<file path="config.mk">
export PLATFORM = sky130hd
export DESIGN_NAME = rrnc_exec
export DESIGN_NICKNAME = d
export VERILOG_FILES = /design/src/hw/rrnc_pkg.sv /design/src/hw/rrnc_rotate.sv /design/src/hw/rrnc_exec.sv
export SDC_FILE = /design/constraint.sdc
export NUM_CORES = 1
export LEC_CHECK = 0
export BUFFER_PORTS_ARGS = -buffer_cell sky130_fd_sc_hd__buf_2
export CAP_MARGIN = 20
export CORE_ASPECT_RATIO = 2
export CORE_MARGIN = 3
export CORE_UTILIZATION = 45
export CTS_BUF_LIST = sky130_fd_sc_hd__clkbuf_4 sky130_fd_sc_hd__clkbuf_8 sky130_fd_sc_hd__clkbuf_16
export DETAILED_ROUTE_END_ITERATION = 8
export PLACE_DENSITY = 0.71
export SYNTH_ARGS = -nofsm -noshare
export SYNTH_HDL_FRONTEND = slang
export SYNTH_SLANG_ARGS = --single-unit
</file>
<file path="constraint.sdc">
create_clock -name ref_clk -period 1.8 [get_ports ref_clk]
set_input_delay 0.09 -clock ref_clk [delete_from_list [all_inputs] [get_ports ref_clk]]
set_output_delay 0.09 -clock ref_clk [all_outputs]
set_load 0.02 [all_outputs]
</file>
<file path="src/hw/rrnc_pkg.sv">
/*
 * Package for the rotate-right-without-carry execution datapath.
 * Assumes a single core clock and no software-visible registers.
 */
package rrnc_pkg;
    localparam int RRNC_DATA_W = 8;
    localparam int RRNC_ADDR_W = 12;
    localparam int RRNC_BANK_W = 4;
    localparam logic [7:0] RRNC_ILO_LIMIT = 8'h5F;
    localparam logic [7:0] RRNC_ACCESS_SPLIT = 8'h60;
    localparam logic [3:0] RRNC_ACCESS_HI_BANK = 4'hF;
    localparam logic [7:0] RRNC_W_RESET = 8'h00;
    localparam logic [7:0] RRNC_BANK_RESET = 8'h00;
    localparam int RRNC_MSB_POS = 7;
    localparam int RRNC_LSB_POS = 0;
    typedef enum logic [1:0] {
        RRNC_Q1_DECODE,
        RRNC_Q2_READ,
        RRNC_Q3_PROCESS,
        RRNC_Q4_WRITE
    } rrnc_phase_t;
endpackage

</file>
<file path="src/hw/rrnc_rotate.sv">
/*
 * Combinational rotate-right-by-one with the N and Z flag terms.
 * Assumes the caller registers the outputs.
 */
module rrnc_rotate
    import rrnc_pkg::*;
#(
    parameter int WIDTH = RRNC_DATA_W
) (
    input wire logic [WIDTH-1:0] operand,
    output logic [WIDTH-1:0] result,
    output logic neg,
    output logic zero
);
    always_comb begin
        result = {operand[0], operand[WIDTH-1:1]};
        neg = result[WIDTH-1];
        zero = (result == '0);
    end
endmodule // rrnc_rotate

</file>
<file path="src/hw/rrnc_exec.sv">
/*
 * Execution unit for the rotate-right-without-carry instruction.
 * Assumes the data memory answers a read in the same phase it is asked
 * and that the instruction word is held stable while start is pulsed.
 */
module rrnc_exec
    import rrnc_pkg::*;
(
    input wire logic ref_clk,
    input wire logic nrst,
    input wire logic start,
    input wire logic rotate_right_nocarry_op,
    input wire logic [7:0] f_addr,
    input wire logic dest_sel,
    input wire logic access_sel,
    input wire logic ext_set_en,
    input wire logic [RRNC_BANK_W-1:0] bank_select_reg,
    input wire logic [RRNC_ADDR_W-1:0] index_base,
    input wire logic [7:0] mem_rdata,
    output logic busy,
    output logic [RRNC_ADDR_W-1:0] mem_addr,
    output logic mem_rd,
    output logic mem_wr,
    output logic [7:0] mem_wdata,
    output logic [7:0] w_reg,
    output logic n_flag,
    output logic z_flag,
    output logic flag_we,
    output logic done
);
    rrnc_phase_t phase_q, phase_d;
    logic active_q, active_d;
    logic dest_q, dest_d;
    logic [RRNC_ADDR_W-1:0] addr_q, addr_d;
    logic [7:0] opnd_q, opnd_d;
    logic [7:0] res_q, res_d;
    logic n_q, n_d, z_q, z_d;
    logic [7:0] w_q, w_d;
    logic [7:0] wdata_q, wdata_d;
    logic wr_q, wr_d, fwe_q, fwe_d, done_q, done_d;
    logic [7:0] rot_res;
    logic rot_n, rot_z;
    logic [RRNC_ADDR_W-1:0] eff_addr;

    rrnc_rotate #(.WIDTH(RRNC_DATA_W)) u_rot (
        .operand(opnd_q),
        .result(rot_res),
        .neg(rot_n),
        .zero(rot_z)
    );

    // Address is formed at decode so the read phase sees a stable value.
    always_comb begin
        if (!access_sel && ext_set_en && f_addr <= RRNC_ILO_LIMIT) begin
            eff_addr = index_base + RRNC_ADDR_W'(f_addr);
        end else if (!access_sel) begin
            eff_addr = (f_addr < RRNC_ACCESS_SPLIT) ? {4'h0, f_addr}
                                                    : {RRNC_ACCESS_HI_BANK, f_addr};
        end else begin
            eff_addr = {bank_select_reg, f_addr};
        end
    end

    always_comb begin
        phase_d = phase_q;
        active_d = active_q;
        dest_d = dest_q;
        addr_d = addr_q;
        opnd_d = opnd_q;
        res_d = res_q;
        n_d = n_q;
        z_d = z_q;
        w_d = w_q;
        wdata_d = wdata_q;
        wr_d = 1'b0;
        fwe_d = 1'b0;
        done_d = 1'b0;
        // A start that comes while an instruction is running is dropped without any sign.
        // The caller must wait for done, which costs nothing since decode follows at once.
        case (phase_q)
            RRNC_Q1_DECODE: begin
                if (start && rotate_right_nocarry_op) begin
                    active_d = 1'b1;
                    dest_d = dest_sel;
                    addr_d = eff_addr;
                    phase_d = RRNC_Q2_READ;
                end
            end
            RRNC_Q2_READ: begin
                opnd_d = mem_rdata;
                phase_d = RRNC_Q3_PROCESS;
            end
            RRNC_Q3_PROCESS: begin
                // Flags load one phase early; a consumer must qualify them with flag_we.
                res_d = rot_res;
                n_d = rot_n;
                z_d = rot_z;
                phase_d = RRNC_Q4_WRITE;
            end
            RRNC_Q4_WRITE: begin
                if (dest_q) begin
                    wdata_d = res_q;
                    wr_d = 1'b1;
                end else begin
                    w_d = res_q;
                end
                fwe_d = 1'b1;
                done_d = 1'b1;
                active_d = 1'b0;
                phase_d = RRNC_Q1_DECODE;
            end
            default: begin
                phase_d = RRNC_Q1_DECODE;
                active_d = 1'b0;
            end
        endcase
    end

    always_ff @(posedge ref_clk) begin
        if (!nrst) begin
            phase_q <= RRNC_Q1_DECODE;
            active_q <= 1'b0;
            dest_q <= 1'b0;
            addr_q <= '0;
            opnd_q <= 8'h00;
            res_q <= 8'h00;
            n_q <= 1'b0;
            z_q <= 1'b0;
            w_q <= RRNC_W_RESET;
            wdata_q <= 8'h00;
            wr_q <= 1'b0;
            fwe_q <= 1'b0;
            done_q <= 1'b0;
        end else begin
            phase_q <= phase_d;
            active_q <= active_d;
            dest_q <= dest_d;
            addr_q <= addr_d;
            opnd_q <= opnd_d;
            res_q <= res_d;
            n_q <= n_d;
            z_q <= z_d;
            w_q <= w_d;
            wdata_q <= wdata_d;
            wr_q <= wr_d;
            fwe_q <= fwe_d;
            done_q <= done_d;
        end
    end

    assign busy = active_q;
    assign mem_addr = addr_q;
    // The read strobe is decoded from the phase so memory sees it within the read cycle.
    assign mem_rd = (phase_q == RRNC_Q2_READ);
    assign mem_wr = wr_q;
    assign mem_wdata = wdata_q;
    assign w_reg = w_q;
    assign n_flag = n_q;
    assign z_flag = z_q;
    assign flag_we = fwe_q;
    assign done = done_q;
endmodule // rrnc_exec

</file>
# After elaboration in Yosys (flattened, before gate mapping)
# Cells that the tools add are included.
dict set report word_totals {
  register_bits 52
  inputBits 39
  out_inout_bits 35
  wordCells 41
}
dict set report op_classes {
  add_sub_neg 1
  magnitude_cmp 2
  n_eq_ne 4
  muxes 9
  n_bitwise 1
  n_reduce_logical 12
}
# cell count
set ops {}
lappend ops {{2-to-1 mux 12 bit} 3}
lappend ops {{adder 12 x 8 -> 12 bit} 1}
lappend ops {{AND reduction 2 bit} 5}
lappend ops {{less-or-equal comparator 8 x 7 -> 1 bit (second input constant)} 1}
lappend ops {{logical NOT 8 bit} 1}
lappend ops {{< comparator 8 x 7 -> 1 bit (second input constant)} 1}
lappend ops {{case mux 2 bit (4 select lines)} 1}
lappend ops {{== test 2 bit (second input constant)} 2}
lappend ops {{logical AND 1 bit} 3}
lappend ops {{2-to-1 mux 1 bit} 3}
lappend ops {{== test 2 x 1 -> 1 bit (second input constant)} 1}
lappend ops {{logical NOT 2 bit} 1}
lappend ops {{2-to-1 mux 2 bit} 1}
lappend ops {{!= test 2 bit (second input constant)} 1}
lappend ops {{case mux 1 bit (2 select lines)} 1}
lappend ops {{nonzero test 2 bit} 1}
lappend ops {{logical NOT 1 bit} 1}
lappend ops {{NOT 1 bit} 1}

# Longest topological paths before layout
# Gate-level depths: netlist (run 1).
dict set report depth {
  word_depth 4
  depth_mapped 8
}

# Modules after synthesis
# From an unflattened synthesis (run 1), not the netlist that was laid out.
dict set report unflattened {
  cells_unflattened 299
  area_unflattened_um2 2723.9
}
# mod n_inst cells_per_inst area_each_um2
set modules_own_cells {}
lappend modules_own_cells {rrnc_exec 1 287 2637.5}
lappend modules_own_cells {rrnc_rotate 1 12 86.3}

# Worst setup path before layout (run 1)
# No wires, ideal clock.
dict set report synth_timing {
  path_kind {register to register}
  from {register phase_q[0]}
  to {register addr_q[10], in the netlist mem_addr[10]}
  setup_time_ns 0.120
  arrival_ns 1.550
  slack_ns 0.130
  stages_incl_launch_ff 9
  path_buffers 1
  period_less_slack_ns 1.670
  cell_sequence {dfxtp_1 > inv_1 > ha_1 > and3_1 > buf_2 > nor2_1 > nor4_1 > o2111a_1 > a211o_1}
}
dict set report synth_via {
  elab_chain_len 2
}
# element line
set synth_lines {}
lappend synth_lines {{start: declaration} rrnc_exec.sv:31} ;# rrnc_phase_t phase_q, phase_d;
lappend synth_lines {{start signal: assignment} rrnc_exec.sv:135} ;# phase_q <= phase_d;
lappend synth_lines {{logical NOT 2 bit} rrnc_exec.sv:80} ;# case (phase_q)
lappend synth_lines {{AND reduction 2 bit (no source line)} -}
lappend synth_lines {{end signal: assignment} rrnc_exec.sv:138} ;# addr_q <= addr_d;
lappend synth_lines {{end: declaration} rrnc_exec.sv:34} ;# logic [RRNC_ADDR_W-1:0] addr_q, addr_d;
# Every way passes these cells.
# A chain may end at the register's enable or synchronous reset.

# Worst setup path in the final report (run 1)
dict set report layout_timing {
  from {register phase_q[0]}
  to {register addr_q[7], in the netlist mem_addr[7]}
}
# Same word-level chain as after synthesis.

==> results of run 1 <==
[where the power goes]
group	internal [mW]	total [mW]	switching, mW
sequential	1.26	1.35	0.0897
clock	0.570	0.936	0.366
combinational	0.409	0.959	0.549
[through the flow]
step	worst slack (ns)	area [um2]	util [%]	setup TNS [ns]
6_report	0.144	3140	59.6	0
3_3_place_gp	0.00326	3010	56.9	0
2_1_floorplan	0.130	2500	-	0
4_1_cts	0.0802	3140	59.5	0
3_5_place_dp	-0.0521	3010	56.9	-0.0801
5_1_grt	0.00552	3140	59.6	0
[cells by family (layout without fill, tap and decap cells)]
logic type	after synthesis	after routing	share of synthesized area, %
buffers and inverters	26	110	4.50
AND/OR/NAND/NOR	104	104	18.6
AO/OA/AOI/OAI	68	68	18.9
adder cells (fa/ha/maj)	14	14	7.30
XOR/XNOR	1	1	0.350
flip-flops	51	51	40.8
multiplexers	24	24	9.60
[synth_stat cells (2+ instances only)]
cell type and count:
ha_1 13, o211ai_1 5, nor3_1 6, o21a_1 5, nand3_1 18, dfxtp_1 51, nand2_1 27, nor4_1 3
a211oi_1 2, inv_1 10, or3_1 2, nor2b_1 3, nand4_1 2, buf_2 3, o21ai_0 8, o311a_1 2
nand2b_1 2, and3_1 4, mux2i_1 24, o211a_1 2, clkbuf_1 10, a21o_1 5, nor2_1 35, a211o_1 2
a21oi_1 25, and2_1 2, o2111ai_1 2
[repair_timing]
item	CTS	global route
setup endpoints to repair	0	3
resized for setup	0	2
hold endpoints to repair	0	0
buffers inserted	0	0
hold buffers	0	0
[area by class of cell]
type / instances / area, um2 / area share (%)
clock inverters: 2 / 60.1 / 1.91
inverters: 11 / 41.3 / 1.31
well taps: 58 / 72.6 / 2.31
repair buffers: 91 / 500 / 15.9
multi-input cells: 211 / 1370 / 43.6
flip-flops and latches: 51 / 1020 / 32.5
clock buffers: 6 / 76.3 / 2.43
[worst max-delay path by stage]
| stage | from | endpoint | slack (ns) | depth (start not counted) |
|---|---|---|---|---|
| 2_1_floorplan | phase_q[0]$_SDFFE_PN0P_ | mem_addr[10]$_SDFFE_PN0P_ | 0.13 | 8 |
| 3_3_place_gp | f_addr[0] | mem_addr[10]$_SDFFE_PN0P_ | 0.003 | 9 |
| 3_5_place_dp | f_addr[0] | mem_addr[10]$_SDFFE_PN0P_ | -0.05 | 9 |
| 4_1_cts | phase_q[0]$_SDFFE_PN0P_ | mem_addr[7]$_SDFFE_PN0P_ | 0.08 | 7 |
| 5_1_grt | phase_q[0]$_SDFFE_PN0P_ | mem_addr[9]$_SDFFE_PN0P_ | 0.006 | 8 |
| 6_report | phase_q[0]$_SDFFE_PN0P_ | mem_addr[7]$_SDFFE_PN0P_ | 0.14 | 7 |
[cells in the final DEF, fill, tap and decap left out, types with 6 or more instances in the layout]
master,count
buf_4,18
buf_2,73
o21ai_0,7
inv_1,10
nor2_1,35
dfxtp_1,51
ha_1,13
nand3_1,18
nand2_1,27
a21oi_1,25
mux2i_1,24
nor3_1,6
[routing by layer]
| metal | GRT usage (%) | vias to the layer above | wire, um |
|---|---|---|---|
| met5 | 0 | - | 0 |
| met3 | 3.25 | 18 | 308 |
| met4 | 8.77 | 0 | 195 |
| met1 | 20.2 | 1091 | 2170 |
| li1 | - | 1184 | - |
| met2 | 39.3 | 83 | 3680 |
[worst reg2reg max path: stages (launching register included)]
cell and delay (ns):
dfxtp_1 0.32, inv_1 0.10, ha_1 0.24, and3_2 0.28
o21a_1 0.17, nand3_1 0.08, or3_1 0.32, nand3_1 0.09
==> run_results.csv, run 1 <==
group,metric,value,unit
routing,routed-via-count,2376,
routing,via_per_inst,5.53,
final_layout,drive_gt1_share,27.7,%
pwr,power.density,1030,nW/um2
global_routing,grt_use_total,20.5,%
setup_path,cpMostUsedCell,"nand3_1",
global_routing,grt_max_degree,25,
sta,whs,0.0177,ns
floorplan,rows,37,
sta,worstMarginPinSlew,0.552,ns
setup_path,cpMaxStageDelayCell,"dfxtp_1",
floorplan,start_util,47.4,%
setup_path,r2r_cells,7,
setup_path,worst_setup_path_end_kind,"register",
run_status,outcome,"finished, final reports clean",
floorplan,die-area,6550,um2
sta,slew_headroom,63.2,%
setup_path,r2r_start,"phase_q[0]$_SDFFE_PN0P_",
routing,drtIter0Drc,82,
routing,drc,0,
clocking,cts_buffer_depth,2,
floorplan,core,5280,um2
setup_path,reg2reg_to,"mem_addr[7]$_SDFFE_PN0P_",
place,gp_congestion,0.890,
sta,fin_crit_sh,92.0,%
floorplan,io_pins,74,
clocking,htree_levels,2,
setup_path,worst-r2r-setup-slack,0.14,ns
worst_hold_path,worstHoldEndpoint,"opnd_q[0]$_SDFFE_PN0P_",
sta,hold_violations,0,
clocking,cts_made_buffers,5,
synthesis,yosysTopAreaCell,"dfxtp_1",
pwr,p_leak,1.52,nW
synthesis,yosysTopAreaCellShare,40.8,%
setup_path,crit_required,2.05,ns
final_layout,nets,424,
sta,maxSlewViolCount,0,
synthesis,synth_top_cells_by_area,"dfxtp_1, mux2i_1, ha_1",
run,cap_violations,0,
place,dp_cells,422,
synthesis,synth_area,2500,um2
synthesis,synth_warnings,0,
setup_path,cpLargestDelayFamily,"simple AND/OR/NAND/NOR gates",
synthesis,synth_cell_types,42,
setup_path,cp.arrival,1.90,ns
synthesis,synth_edf_count,0,
final_layout,syn2layout_area_growth,25.5,%
synthesis,syn_inst,288,
setup_path,crit_fanout,6,
synthesis,ys_seq_area_share,40.8,%
final_layout,fin_cells,430,
routing,drt-total-wl,6.35,mm
final_layout,largest_register_ff_count,12,
pwr,vdd_drop_max,664,uV
setup_path,cpPeakStageDelay,0.32,ns
synthesis,synth-main-ff-cell,"dfxtp_1",
setup_path,path_buf_inv,1,
sta,min_period,1.66,ns
floorplan,die-width,58.7,um
routing,first_pass_iters,6,
global_routing,grt_pass1_wl,10.6,mm
clocking,cts_tree,"built",
clocking,clk_pin_slew,0.09,ns
worst_hold_path,holdCritPathClass,"input pin to register",
synthesis,synth_nets,341,
place,dpl.hpwl,5.15,mm
worst_hold_path,hold_path.startpoint,"mem_rdata[0]",
setup_path,crit_type,"register to register",
sta,setup_viol_count_final,0,
floorplan,die_h,111,um
global_routing,grt_overflow,0,
clocking,insertion_delay,0.30,ns
sta,rsz0062_at_grt,"false",
final_layout,insertedDiodeCount,0,
place,portBuffers,73,
pwr,p_total,3.25,mW
worst_hold_path,hold_depth,3,
sta,fmax,0.604,GHz
synthesis,ys_ff_latch,51,
routing,antenna_left,0,
clocking,clock_sink_count,51,
global_routing,antenna_found_initial,0,
routing,wl_per_cell,14.8,um
synthesis,async_flop_share,0,%
sta,fin_worst_skew,0.00530,ns
global_routing,grt_pass1_vias,2343,
synthesis,syn_avg_cell_area,8.69,um2
setup_path,start_kind,"register",
final_layout,fill_cells,516,
clocking,root_buffer,"clkbuf_8",
setup_path,path_cells,"inv_1, ha_1, and3_2, o21a_1, nand3_1, or3_1, nand3_1",
(Power assumes the default switching activity.)
==> run 2: changes to the inputs <==
--- a/config.mk
+++ b/config.mk
@@ -12,7 +12,8 @@
 export CORE_UTILIZATION = 45
 export CTS_BUF_LIST = sky130_fd_sc_hd__clkbuf_4 sky130_fd_sc_hd__clkbuf_8 sky130_fd_sc_hd__clkbuf_16
 export DETAILED_ROUTE_END_ITERATION = 8
-export PLACE_DENSITY = 0.71
+export PLACE_DENSITY = 0.78
+export REMOVE_ABC_BUFFERS = 1
 export SYNTH_ARGS = -nofsm -noshare
 export SYNTH_HDL_FRONTEND = slang
 export SYNTH_SLANG_ARGS = --single-unit
==> run_results.csv, run 2 (synthesized netlist as in run 1, its figures left out) <==
group,metric,value,unit
worst_hold_path,holdCritPathClass,"input pin to register",
clocking,htree_levels,2,
routing,antenna_left,0,
routing,drc,0,
global_routing,grt_overflow,0,
global_routing,use_met2,37.4,%
final_layout,drive_gt1_share,28.3,%
floorplan,die-area,6550,um2
global_routing,grt_pass1_wl,10.5,mm
setup_path,start_kind,"register",
pwr,vdd_drop_max,847,uV
setup_path,cp.arrival,1.83,ns
routing,drt-total-wl,6.59,mm
sta,worstMarginPinSlew,0.409,ns
global_routing,grt_use_total,20.5,%
routing,wl_per_cell,15.2,um
final_layout,final_cell_mix,"buf_2, dfxtp_1, nor2_1",
final_layout,fill_cells,508,
floorplan,die_h,111,um
sta,fin_crit_sh,90.5,%
global_routing,grt-busiest-layer,"met2",
sta,setup_viol_count_final,0,
routing,drtIter0Drc,130,
clocking,cts_setup_buffers,0,
floorplan,start_util,47.4,%
routing,via_per_inst,5.54,
sta,fin_worst_skew,0.00664,ns
global_routing,met1_usage,21.3,%
global_routing,globalRouteMet3Util,3.71,%
pwr,internal-power,2.01,mW
setup_path,crit_fanout,9,
run_status,outcome,"finished, final reports clean",
setup_path,r2r_cells,7,
pwr,p_seq_share,43.8,%
global_routing,grt_max_degree,22,
pwr,p_total,3.07,mW
clocking,clk_pin_slew,0.09,ns
floorplan,io_pins,74,
clocking,insertion_delay,0.31,ns
final_layout,nets,427,
final_layout,syn2layout_area_growth,24.9,%
clocking,hold_buffers,0,
pwr,p_comb_share,33.0,%
floorplan,rows,37,
setup_path,crit_required,2.00,ns
sta,whs,0.0154,ns
pwr,power.density,982,nW/um2
routing,routed-via-count,2398,
final_layout,final_common_cell,"buf_2",
global_routing,grt_pass1_vias,2319,
sta,min_period,1.63,ns
clocking,cts_made_buffers,5,
sta,fmax,0.614,GHz
place,gp_congestion,0.933,
pwr,p_sw,1.06,mW
pwr,p_leak,1.51,nW
final_layout,insertedDiodeCount,0,
pwr,swShare,34.5,%
floorplan,core,5280,um2
global_routing,antenna_found_initial,0,
pwr,clkPwrFrac,23.2,%
clocking,clock_sink_count,51,
sta,rsz0062_at_grt,"false",
place,dpl.hpwl,5.17,mm
clocking,cts_tree,"built",
clocking,cts_buffer_depth,2,
place,portBuffers,73,
floorplan,die-width,58.7,um
setup_path,worst_setup_path_end_kind,"register",
clocking,root_buffer,"clkbuf_8",
routing,first_pass_iters,4,
worst_hold_path,hold_depth,3,
sta,maxSlewViolCount,0,
final_layout,largest_register_ff_count,12,
sta,slew_headroom,72.5,%
setup_path,crit_type,"register to register",
run,cap_violations,0,
sta,hold_violations,0,
run 2: cell count changes in the layout (fill, tap and decap cells not counted):
cell	previous run	this run
clkinv_4	0	1
clkbuf_4	1	0
clkbuf_8	5	6
clkinvlp_4	0	1
bufinv_16	2	0
buf_4	18	21
run 2: layout make-up:
class	count	area [um2]	area share [%]
multi-input cells	211	1370	43.8
flip-flops and latches	51	1020	32.6
inverters	11	41.3	1.32
repair buffers	94	523	16.7
clock buffers	6	82.6	2.64
clock inverters	2	16.3	0.520
well taps	58	72.6	2.32
run 2: per-layer routing:
| layer | up-vias | part of all wire, % |
|---|---|---|
| li1 | 1195 | - |
| met1 | 1090 | 37 |
| met2 | 93 | 54 |
| met3 | 20 | 6.3 |
| met4 | 0 | 3.1 |
| met5 | - | 0 |
run 2: through the flow:
stage / TNS [ns] / std cells / worst slack, ns / util (%) / instance area (um2)
after floorplan: -0.0155 / 273 / -0.0155 / - / 2430
after global placement: 0 / 425 / 0.0163 / 57.4 / 3030
after detailed placement: -0.0587 / 425 / -0.0587 / 57.4 / 3030
after CTS: 0 / 433 / 0.0246 / 59.2 / 3130
after global routing: 0 / 433 / 0.0405 / 59.3 / 3130
final: 0 / 433 / 0.170 / 59.3 / 3130
run 2: path summary, 6_finish.rpt:
| kind | slack, ns | end | start |
|---|---|---|---|
| setup / recovery | 0.17 | mem_addr[10]$_SDFFE_PN0P_ | phase_q[0]$_SDFFE_PN0P_ |
| hold / removal | 0.02 | opnd_q[3]$_SDFFE_PN0P_ | mem_rdata[3] |
| setup reg to reg | 0.17 | mem_addr[10]$_SDFFE_PN0P_ | phase_q[0]$_SDFFE_PN0P_ |
| hold reg to reg | 0.46 | mem_wdata[6]$_SDFFE_PN0P_ | mem_wdata[6]$_SDFFE_PN0P_ |
run 2: power groups by stage:
stage	Sequential, mW	Clock [mW]	Combinational, mW
6_report	1.35	0.711	1.01
5_1_grt	1.36	0.787	1.10
4_1_cts	1.34	0.728	1.02
3_5_place_dp	1.37	0	1.01
3_3_place_gp	1.36	0	1.00
2_1_floorplan	1.45	0	0.543
run 2: what timing repair did:
item,4_1_cts,5_1_grt
endpoints found under the hold margin,0,0
gates resized for setup,0,2
endpoints found under the setup margin,0,4
run 2: critical path: stages (launching register included):
cell	delay [ns]
dfxtp_1	0.35
inv_1	0.07
ha_1	0.21
and3_2	0.29
nor2_1	0.15
nor4_1	0.06
o2111a_1	0.14
a211o_1	0.25
==> run 3: changes to the inputs <==
--- a/config.mk
+++ b/config.mk
@@ -9,10 +9,10 @@
 export CAP_MARGIN = 20
 export CORE_ASPECT_RATIO = 2
 export CORE_MARGIN = 3
-export CORE_UTILIZATION = 45
+export CORE_UTILIZATION = 51
 export CTS_BUF_LIST = sky130_fd_sc_hd__clkbuf_4 sky130_fd_sc_hd__clkbuf_8 sky130_fd_sc_hd__clkbuf_16
 export DETAILED_ROUTE_END_ITERATION = 8
-export PLACE_DENSITY = 0.78
+export PLACE_DENSITY = 0.86
 export REMOVE_ABC_BUFFERS = 1
 export SYNTH_ARGS = -nofsm -noshare
 export SYNTH_HDL_FRONTEND = slang
==> run_results.csv, run 3 (synthesized netlist as in run 1, its figures left out) <==
group,metric,value,unit
setup_path,crit_type,"register to register",
pwr,power.density,1020,nW/um2
sta,maxSlewViolCount,0,
routing,drc,0,
setup_path,crit_required,2.00,ns
setup_path,crit_fanout,10,
clocking,cts_tree,"built",
pwr,p_leak,1.50,nW
final_layout,seq_area,1020,um2
sta,fmax,0.598,GHz
routing,drtIter0Drc,88,
final_layout,insertedDiodeCount,0,
floorplan,start_util,53.4,%
setup_path,cp.arrival,1.87,ns
worst_hold_path,holdCritPathClass,"input pin to register",
routing,drt-total-wl,6.63,mm
setup_path,worst_setup_path_end_kind,"register",
final_layout,final_cell_mix,"buf_2, dfxtp_1, nor2_1",
global_routing,grt_pass1_wl,11.1,mm
floorplan,die-area,5840,um2
clocking,cts_made_buffers,5,
final_layout,drive_gt1_share,27.5,%
final_layout,largest_register_ff_count,12,
routing,antenna_left,0,
floorplan,core,4690,um2
final_layout,syn2layout_area_growth,24.7,%
clocking,insertion_delay,0.30,ns
routing,first_pass_iters,4,
routing,wl_per_cell,15.6,um
run,cap_violations,0,
setup_path,r2r_start,"phase_q[0]$_SDFFE_PN0P_",
place,gp_congestion,0.937,
sta,worstMarginPinSlew,0.544,ns
clocking,root_buffer,"clkbuf_8",
final_layout,nets,423,
global_routing,grt_max_degree,43,
sta,fin_setup_tns,0,ns
floorplan,rows,35,
pwr,vdd_drop_max,1070,uV
setup_path,critPathLaunch,"phase_q[0]$_SDFFE_PN0P_",
sta,setup_viol_count_final,0,
worst_hold_path,hold_path.startpoint,"mem_rdata[4]",
clocking,cts_buffer_depth,2,
clocking,clock_sink_count,51,
sta,rsz0062_at_grt,"false",
run_status,outcome,"finished, final reports clean",
sta,slew_headroom,63.6,%
clocking,clk_pin_slew,0.09,ns
final_layout,final_common_cell,"buf_2",
place,portBuffers,73,
global_routing,antenna_found_initial,0,
sta,fin_worst_skew,0.00386,ns
setup_path,start_kind,"register",
final_layout,fill_cells,402,
routing,via_per_inst,5.73,
sta,hold_violations,0,
routing,routed-via-count,2440,
sta,fin_crit_sh,92.9,%
place,dp_cells,418,
clocking,cts_setup_buffers,0,
floorplan,die_h,105,um
global_routing,grt_overflow,0,
clocking,htree_levels,2,
floorplan,die-width,55.5,um
floorplan,io_pins,74,
final_layout,multiInputGateArea,1370,um2
final_layout,fin_cells,426,
global_routing,grt_use_total,23.3,%
global_routing,grt_pass1_vias,2426,
place,dpl.hpwl,5.24,mm
sta,min_period,1.67,ns
[run 3: metrics by stage]
step	hold WS (ns)	setup WS (ns)	utilization [%]	total power [mW]	area, um2
final	0.0290	0.127	66.6	3.17	3120
after CTS	0.0253	0.118	66.6	3.19	3120
after floorplan	0.217	-0.0155	-	1.99	2430
after global routing	0.0511	0.0129	66.6	3.35	3120
after global placement	0.336	0.00145	64.2	2.35	3010
after detailed placement	0.336	-0.0455	64.2	2.38	3010
[run 3: area by class of cell]
type,instances,share of cell area [%]
Clock buffer,5,2.20
Multi-Input combinational cell,211,43.9
Inverter,11,1.32
Timing Repair Buffer,90,16.2
Sequential cell,51,32.7
Clock inverter,3,1.48
Tap cell,55,2.20
[run 3: where the power goes]
group	total, mW	switching, mW	internal (mW)	leakage, nW
clock network	0.809	0.390	0.419	0.0548
logic	1.01	0.583	0.429	1.03
registers	1.35	0.0847	1.26	0.414
[run 3: worst paths after layout]
path / end / slack, ns / cells after the start
max: mem_addr[10]$_SDFFE_PN0P_ / 0.13 / 7
min: opnd_q[4]$_SDFFE_PN0P_ / 0.03 / 3
max reg2reg: mem_addr[10]$_SDFFE_PN0P_ / 0.13 / 7
min reg2reg: mem_wdata[7]$_SDFFE_PN0P_ / 0.46 / 2
[run 3: layer usage]
layer,up-vias,track usage (%),part of all wire [%]
met5,-,0,0
li1,1192,-,-
met4,0,8.70,2.7
met1,1140,24.8,36
met2,91,44.8,56
met3,17,3.09,5.1
[run 3: worst max-delay path, cell delays in order (launching register included)]
cell and delay (ns):
dfxtp_1 0.34, inv_1 0.08, ha_1 0.21, and3_2 0.29, nor2_1 0.16, nor4_1 0.07, o2111a_1 0.16, a211o_1 0.26
[run 3: timing repair]
action | CTS | global route
setup endpoints to repair | 1 | 0
hold endpoints to repair | 0 | 0
resized for setup | 1 | 0
hold buffers | 0 | 0
